### src/include/protection_threshold_cfg.svh
/*
  Offsets, field positions, reset values and scale constants for the
  protection threshold register group.
  Assumes inclusion by bare name from design and bench files.
*/
`ifndef PROTECTION_THRESHOLD_CFG_SVH
`define PROTECTION_THRESHOLD_CFG_SVH

// Register offsets; control offset is not printed, chosen here
`define CTRL_OFFSET 8'h16
`define OTP_OFFSET 8'h17
`define HOT_OFFSET 8'h18

// Reset values
`define CTRL_RESET 8'h00
`define OTP_RESET 8'hA5
`define HOT_RESET 8'h8C
`define RDATA_RESET 8'h00
`define UNMAPPED_READ 8'h00
`define TRIP_MV_RESET 16'h0000
`define TEMP_RESET 9'h000

// Control field positions
`define REF_BIT 7
`define DELTA_HI 6
`define DELTA_LO 4
`define HOT_SRC_BIT 1
`define OTP_SRC_BIT 0
// Writable mask: reserved bits 3 and 2 clear
`define CTRL_WMASK 8'hF3

// Scales
`define DELTA_STEP_MV 16'd350
`define DELTA_OFF_CODE 3'h0
`define TEMP_OFFSET_C 9'sd40
`define HOT_OFF_CODE 8'h00

`endif

### src/include/protection_threshold_pkg.sv
/*
  Types shared by the protection threshold register group.
  Assumes the cfg header supplies all numeric constants.
*/
`default_nettype none
package protection_threshold_pkg;
  typedef logic [7:0] reg_byte_t;
  typedef logic signed [8:0] temp_c_t;
  typedef logic [15:0] millivolt_t;
  typedef enum logic [2:0]
  {
    ACC_IDLE = 3'b001,
    ACC_WRITE = 3'b010,
    ACC_READ = 3'b100
  } access_state_t;
endpackage
`default_nettype wire

### src/logic/threshold_store.sv
/*
  Three-entry register store with registered read data.
  Assumes one write or read request per cycle from the main block.
*/
`timescale 1ns/100ps
`default_nettype none
`include "protection_threshold_cfg.svh"
module threshold_store
(
  // Clock and reset
  input wire logic clk_in,
  input wire logic rst_b_in,
  // Access
  input wire logic wr_en_in,
  input wire logic [7:0] addr_in,
  input wire logic [7:0] wdata_in,
  // Contents
  output logic [7:0] rdata_out,
  output logic [7:0] ctrl_out,
  output logic [7:0] otp_out,
  output logic [7:0] hot_out
);
  import protection_threshold_pkg::*;

  reg_byte_t ctrl_q, ctrl_d, otp_q, otp_d, hot_q, hot_d, rdata_q, rdata_d;

  //////////////////////////////////////////////////////////////////////
  always_comb
  begin
    ctrl_d = ctrl_q;
    otp_d = otp_q;
    hot_d = hot_q;
    if (wr_en_in)
    begin
      if (addr_in == `CTRL_OFFSET)
        ctrl_d = wdata_in & `CTRL_WMASK;
      if (addr_in == `OTP_OFFSET)
        otp_d = wdata_in;
      if (addr_in == `HOT_OFFSET)
        hot_d = wdata_in;
    end
    case (addr_in)
      `CTRL_OFFSET: rdata_d = ctrl_q;
      `OTP_OFFSET: rdata_d = otp_q;
      `HOT_OFFSET: rdata_d = hot_q;
      default: rdata_d = `UNMAPPED_READ;
    endcase
  end

  always_ff @(posedge clk_in)
  begin
    if (!rst_b_in)
    begin
      ctrl_q <= `CTRL_RESET;
      otp_q <= `OTP_RESET;
      hot_q <= `HOT_RESET;
      rdata_q <= `RDATA_RESET;
    end
    else
    begin
      ctrl_q <= ctrl_d;
      otp_q <= otp_d;
      hot_q <= hot_d;
      rdata_q <= rdata_d;
    end
  end

  assign rdata_out = rdata_q;
  assign ctrl_out = ctrl_q;
  assign otp_out = otp_q;
  assign hot_out = hot_q;
endmodule
`default_nettype wire

### src/logic/protection_threshold_regs.sv
/*
  Protection threshold registers and derived trip settings.
  Assumes a serial management front end on clk_in presents decoded byte
  accesses; processor-side thresholds arrive synchronous to clk_in.
  Derived settings lag a register write by one further edge, so a
  downstream comparator sees the old threshold for one cycle.
*/
`timescale 1ns/100ps
`default_nettype none
`include "protection_threshold_cfg.svh"
// What this block does
// - Control bit 7 picks present or maximum voltage target as trip reference.
// - Bits 6:4 add code times 350 mV to reference; code zero disables delta.
// - Hot-warning threshold from processor side unless control bit 1 set.
// - Local over-temperature trip equals code minus 40 C; code resets A5h.
module protection_threshold_regs
(
  // Clock and reset
  input wire logic clk_in,
  input wire logic rst_b_in,
  // Register access
  input wire logic acc_valid_in,
  input wire logic acc_write_in,
  input wire logic [7:0] acc_addr_in,
  input wire logic [7:0] acc_wdata_in,
  output logic acc_rvalid_out,
  output logic [7:0] acc_rdata_out,
  // Voltage targets and processor-side thresholds
  input wire protection_threshold_pkg::millivolt_t voltage_target_in,
  input wire protection_threshold_pkg::millivolt_t voltage_target_maximum_in,
  input wire protection_threshold_pkg::temp_c_t proc_otp_c_in,
  input wire protection_threshold_pkg::temp_c_t proc_hot_c_in,
  input wire logic proc_hot_en_in,
  // Derived settings
  output protection_threshold_pkg::millivolt_t overvoltage_trip_mv_out,
  output logic overvoltage_delta_active_out,
  output protection_threshold_pkg::temp_c_t overtemp_trip_c_out,
  output protection_threshold_pkg::temp_c_t regulator_hot_warning_c_out,
  output logic regulator_hot_warning_en_out
);
  import protection_threshold_pkg::*;

  // Access sequencing
  access_state_t state_q;
  access_state_t state_d;
  logic rvalid_q;
  logic rvalid_d;
  // Stored register contents
  reg_byte_t ctrl;
  reg_byte_t otp_code;
  reg_byte_t hot_code;
  reg_byte_t rdata;
  // Control fields
  logic overvoltage_reference_select;
  logic [2:0] overvoltage_delta_code;
  logic hot_warning_source_select;
  logic otp_source_select;
  // Overvoltage trip
  millivolt_t ovp_q;
  millivolt_t ovp_d;
  logic dact_q;
  logic dact_d;
  // Over-temperature trip
  temp_c_t otp_q;
  temp_c_t otp_d;
  // Hot warning
  temp_c_t hot_q;
  temp_c_t hot_d;
  logic hot_en_q;
  logic hot_en_d;

  // Both temperature codes share one scale
  function automatic temp_c_t code_to_c(input reg_byte_t code);
    code_to_c = $signed({1'b0, code}) - `TEMP_OFFSET_C;
  endfunction

  // Delta code to millivolts; a 3-bit code times the step fits 16 bits
  function automatic millivolt_t delta_mv(input logic [2:0] code);
    delta_mv = 16'({13'h0000, code} * `DELTA_STEP_MV);
  endfunction

  //////////////////////////////////////////////////////////////////////
  // Register store; read data registered inside
  threshold_store u_store
  (
    .clk_in(clk_in),
    .rst_b_in(rst_b_in),
    .wr_en_in(acc_valid_in && acc_write_in),
    .addr_in(acc_addr_in),
    .wdata_in(acc_wdata_in),
    .rdata_out(rdata),
    .ctrl_out(ctrl),
    .otp_out(otp_code),
    .hot_out(hot_code)
  );

  // Control field decode
  // reference field
  assign overvoltage_reference_select = ctrl[`REF_BIT];
  assign overvoltage_delta_code = ctrl[`DELTA_HI:`DELTA_LO];
  assign hot_warning_source_select = ctrl[`HOT_SRC_BIT];
  assign otp_source_select = ctrl[`OTP_SRC_BIT];

  //////////////////////////////////////////////////////////////////////
  // Access sequencing: read data valid one cycle after the store registers it
  always_comb
  begin
    state_d = ACC_IDLE;
    rvalid_d = 1'b0;
    case (state_q)
      ACC_IDLE, ACC_WRITE, ACC_READ:
      begin
        if (acc_valid_in)
          state_d = acc_write_in ? ACC_WRITE : ACC_READ;
        rvalid_d = (state_q == ACC_READ);
      end
      default: state_d = ACC_IDLE;
    endcase
  end

  always_ff @(posedge clk_in)
  begin
    if (!rst_b_in)
    begin
      state_q <= ACC_IDLE;
      rvalid_q <= 1'b0;
    end
    else
    begin
      state_q <= state_d;
      rvalid_q <= rvalid_d;
    end
  end

  //////////////////////////////////////////////////////////////////////
  // Overvoltage trip level and delta flag
  always_comb
  begin
    ovp_d = overvoltage_reference_select ? voltage_target_maximum_in : voltage_target_in;
    dact_d = (overvoltage_delta_code != `DELTA_OFF_CODE);
    // Sum wraps at 16 bits; real targets stay far below that
    if (dact_d)
      ovp_d = ovp_d + delta_mv(overvoltage_delta_code);
  end

  always_ff @(posedge clk_in)
  begin
    if (!rst_b_in)
    begin
      ovp_q <= `TRIP_MV_RESET;
      dact_q <= 1'b0;
    end
    else
    begin
      ovp_q <= ovp_d;
      dact_q <= dact_d;
    end
  end

  //////////////////////////////////////////////////////////////////////
  // Over-temperature trip point
  always_comb
  begin
    if (otp_source_select)
      otp_d = code_to_c(otp_code);
    else
      otp_d = proc_otp_c_in;
  end

  always_ff @(posedge clk_in)
  begin
    if (!rst_b_in)
      otp_q <= `TEMP_RESET;
    else
      otp_q <= otp_d;
  end

  //////////////////////////////////////////////////////////////////////
  // Hot-warning threshold and enable
  always_comb
  begin
    if (hot_warning_source_select)
    begin
      hot_d = code_to_c(hot_code);
      hot_en_d = (hot_code != `HOT_OFF_CODE);
    end
    else
    begin
      hot_d = proc_hot_c_in;
      hot_en_d = proc_hot_en_in;
    end
  end

  always_ff @(posedge clk_in)
  begin
    if (!rst_b_in)
    begin
      hot_q <= `TEMP_RESET;
      hot_en_q <= 1'b0;
    end
    else
    begin
      hot_q <= hot_d;
      hot_en_q <= hot_en_d;
    end
  end

  //////////////////////////////////////////////////////////////////////
  // Read answer: rvalid from a flop, data from the store's register
  assign acc_rvalid_out = rvalid_q;
  assign acc_rdata_out = rdata;
  // Derived settings, all registered above
  assign overvoltage_trip_mv_out = ovp_q;
  assign overvoltage_delta_active_out = dact_q;
  assign overtemp_trip_c_out = otp_q;
  assign regulator_hot_warning_c_out = hot_q;
  assign regulator_hot_warning_en_out = hot_en_q;
endmodule
`default_nettype wire

### config.mk
export PLATFORM = sky130hd
export DESIGN_NAME = protection_threshold_regs
export DESIGN_NICKNAME = d
export VERILOG_FILES = /design/src/include/protection_threshold_pkg.sv /design/src/logic/threshold_store.sv /design/src/logic/protection_threshold_regs.sv
export VERILOG_INCLUDE_DIRS = /design/src /design/src/include
export SDC_FILE = /design/constraint.sdc
export NUM_CORES = 1
export LEC_CHECK = 0
export BUFFER_PORTS_ARGS = -buffer_cell sky130_fd_sc_hd__buf_2
export CAP_MARGIN = 5
export CORE_MARGIN = 5
export CORE_UTILIZATION = 45
export CTS_CLUSTER_DIAMETER = 30
export DETAILED_ROUTE_END_ITERATION = 12
export PLACE_DENSITY = 0.8
export SLEW_MARGIN = 20
export SYNTH_ARGS = -nofsm -noshare
export SYNTH_HDL_FRONTEND = slang
export SYNTH_SLANG_ARGS = --single-unit
export TNS_END_PERCENT = 10
### constraint.sdc
create_clock -name clk_in -period 9.9 [get_ports clk_in]
set_clock_uncertainty 0.05 [all_clocks]
set_input_delay 2.475 -clock clk_in [delete_from_list [all_inputs] [get_ports clk_in]]
set_output_delay 2.475 -clock clk_in [all_outputs]
set_load 0.05 [all_outputs]
==> impl_metrics.yaml <==
clock_tree:
  cts_tree: "done"
  ctsHoldBuffers: 0
  ctsRootBufferMaster: "clkbuf_8"
  numClockSinks: 70
  postCtsSetupRepairBufs: 0
  cts_buffers: 9
  path_clk_slew_ns: 0.08
  htreeDepth: 3
  cts_resized: 0
  clockBufferDepth: 2
  clock_latency_ns: 0.35
power:
  switchingPower_uw: 172
  vdd_drop_max_mv: 0.0817
  intPower_uw: 434
  seqPwrFrac_pct: 48.2
  p_leak_nw: 2.09
  power_frac_comb_pct: 13.7
  swShare_pct: 28.4
  power_frac_clock_pct: 38.1
  power_per_cell_area_mw_per_mm2: 130
synth:
  ys_warn_count: 0
  ys_types: 48
  synth-edff-count: 0
  synth-seq-cells: 70
  synth_flop_cell: "dfxtp_1"
  synth_area_mm2: 0.00381
  synth_nets: 540
  avgSynthCellArea_um2: 8.63
  netlist_instances: 441
  synthArstFlopShare_pct: 0
  yosysSeqAreaShare_pct: 36.8
die:
  ios: 116
  rows: 33
  chipHeight_um: 102
  initial_core_util_pct: 46.3
  core_mm2: 0.00822
  die-area_mm2: 0.0104
  die_w_um: 102
grt:
  antenna_found_initial: 0
  grt_max_degree: 36
  grt_remaining_overflow: 0
  grt_pass1_vias: 3340
  grt_pass1_wl_mm: 16.2
  track_usage_pct: 19.7
sta:
  worst_hold_slack_ns: 0.413
  finalSetupViolCount: 0
  worst_pin_slew_ns: 0.993
  layout_setup_ws_ns: 5.48
  maxSlewHeadroom_pct: 33.7
  hold_violations: 0
  tns_ns: 0
  layout_worst_path_cycle_share_pct: 44.6
  fmax_mhz: 226
  layout_min_cycle_time_ns: 4.42
  maxSlewViolCount: 0
  rsz0062_at_grt: "false"
drt:
  ant_nets: 0
  drc: 0
  wl_mm: 10.3
  drt-pass1-iter-count: 5
  num_vias: 3593
  drt_iter0_markers: 265
  vias_per_cell: 5.45
  wl_per_cell_um: 15.6
outcome:
  status: "finished, final reports clean"
worst_setup_path:
  reg2reg_slack_ns: 5.80
  r2r_cells: 12
  crit_fanout: 4
  critPathArrivalTime_ns: 4.61
  required_ns: 10.09
  r2r_start: "u_store.ctrl_out[6]$_SDFFE_PN0P_"
  rr_endpoint: "overvoltage_trip_mv_out[14]$_SDFF_PN0_"
  startpoint_type: "input pin"
  path_class: "in2reg"
  end_kind: "flop"
place:
  place_area_mm2: 0.00445
  dpl.cell_count: 643
  dpl.hpwl_mm: 7.96
  dp_slack_ns: 5.15
  portBuffers: 115
  place.gp.congestion: 0.880
worst_hold_path:
  holdPathStages: 1
  worstHoldStart: "state_q[1]$_SDFF_PN0_"
  hold_class: "reg2reg"
  min_to: "acc_rvalid_out$_SDFF_PN0_"
layout:
  fin_cells: 659
  layout_common_cells: "buf_2, dfxtp_1, nor2_1"
  final_area_mm2: 0.00465
  regArea_mm2: 0.00140
  area.growth.synth_to_final_pct: 22.1
  layout.nets: 648
  multiInputGateArea_mm2: 0.00227
  drive_above_1_share_pct: 28.0
  layout_commonest_cell: "buf_2"
  antennaDiodeCount: 0
  fill_cells: 750
run:
  drv_cap: 0
==> area by class of cell <==
class	instances	share of cell area [%]
clock inverter	7	1.59
tap	105	2.83
clock buffer	9	2.67
timing repair buffer	117	12.7
inverter	15	1.21
multi-input combinational	336	48.8
sequential	70	30.2
==> kinds of logic after synthesis <==
kind of cell	count (synthesis)	synth area share [%]
and+or+nand+nor	156	19.5
AOI/OAI and AO/OA	99	16.3
DFF	70	36.8
muxes	37	10.1
buffers and inverters	35	3.58
adders and majority gates	28	9.99
xor gates and xnor gates	16	3.68
==> worst max-delay path by stage <==
stage / endpoint / startpoint / slack [ns]
final: overvoltage_trip_mv_out[11]$_SDFF_PN0_ / voltage_target_maximum_in[1] / 5.48
after global routing: overvoltage_trip_mv_out[15]$_SDFF_PN0_ / voltage_target_maximum_in[1] / 5.37
after CTS: overvoltage_trip_mv_out[15]$_SDFF_PN0_ / voltage_target_maximum_in[1] / 5.52
after detailed placement: overvoltage_trip_mv_out[11]$_SDFF_PN0_ / voltage_target_maximum_in[1] / 5.15
after global placement: overvoltage_trip_mv_out[15]$_SDFF_PN0_ / voltage_target_maximum_in[1] / 5.23
after floorplan: overvoltage_trip_mv_out[15]$_SDFF_PN0_ / voltage_target_maximum_in[1] / 5.54
==> Yosys cell counts (4+ instances only) <==
| library cell | number | area, um^2 |
|---|---|---|
| mux2_2 | 11 | 124 |
| xor2_1 | 4 | 35.0 |
| a21oi_1 | 37 | 185 |
| clkbuf_1 | 11 | 41.3 |
| dfxtp_1 | 70 | 1400 |
| nor2b_1 | 5 | 31.3 |
| xnor2_1 | 12 | 105 |
| o21a_1 | 4 | 30.0 |
| inv_1 | 15 | 56.3 |
| nand3_1 | 15 | 75.1 |
| fa_1 | 4 | 80.1 |
| o211ai_1 | 8 | 60.1 |
| o21ai_0 | 19 | 95.1 |
| buf_1 | 5 | 18.8 |
| nor2_1 | 54 | 203 |
| ha_1 | 24 | 300 |
| mux2i_1 | 26 | 260 |
| nor3_1 | 12 | 60.1 |
| nand2_1 | 43 | 161 |
| buf_2 | 4 | 20.0 |
| a22oi_1 | 8 | 60.1 |
| nor2_2 | 5 | 31.3 |
| a21o_1 | 7 | 52.6 |
==> power groups by stage <==
stage	Clock (mW)	Sequential, mW	Combinational, mW
final	0.231	0.292	0.0830
after global routing	0.253	0.293	0.0893
after CTS	0.237	0.292	0.0832
after detailed placement	0	0.299	0.0830
after global placement	0	0.298	0.0818
after floorplan	0	0.326	0.0256
==> routing by layer <==
| layer | track usage (%) | part of all wire [%] | vias to the layer above |
|---|---|---|---|
| li1 | - | - | 1763 |
| met1 | 25.4 | 42 | 1650 |
| met2 | 32.8 | 49 | 164 |
| met3 | 4.16 | 7.5 | 16 |
| met4 | 6.96 | 1.8 | 0 |
| met5 | 0 | 0 | - |
==> registers in the layout (all words and copies together) (netlist names) <==
| name | flops |
|---|---|
| acc_rvalid_out | 1 |
| overtemp_trip_c_out | 9 |
| overvoltage_delta_active_out | 1 |
| overvoltage_trip_mv_out | 16 |
| regulator_hot_warning_c_out | 9 |
| regulator_hot_warning_en_out | 1 |
| state_q | 3 |
| u_store.ctrl_out | 6 |
| u_store.hot_out | 8 |
| u_store.otp_out | 8 |
| u_store.rdata_out | 8 |
==> metrics by stage <==
step | utilization, % | power (mW)
3_5_place_dp | 54.1 | 0.382
6_report | 56.6 | 0.606
3_3_place_gp | 54.1 | 0.380
2_1_floorplan | - | 0.351
4_1_cts | 56.6 | 0.613
5_1_grt | 56.6 | 0.635
==> worst max-delay path, stage by stage <==
cell	delay, ns
buf_2	0.09
mux2_2	0.28
ha_1	0.22
fa_1	0.41
a21oi_1	0.23
o21ai_0	0.25
a21oi_1	0.28
mux2i_1	0.11
a211o_1	0.27
No activity file was read; power rests on OpenSTA's default activity.
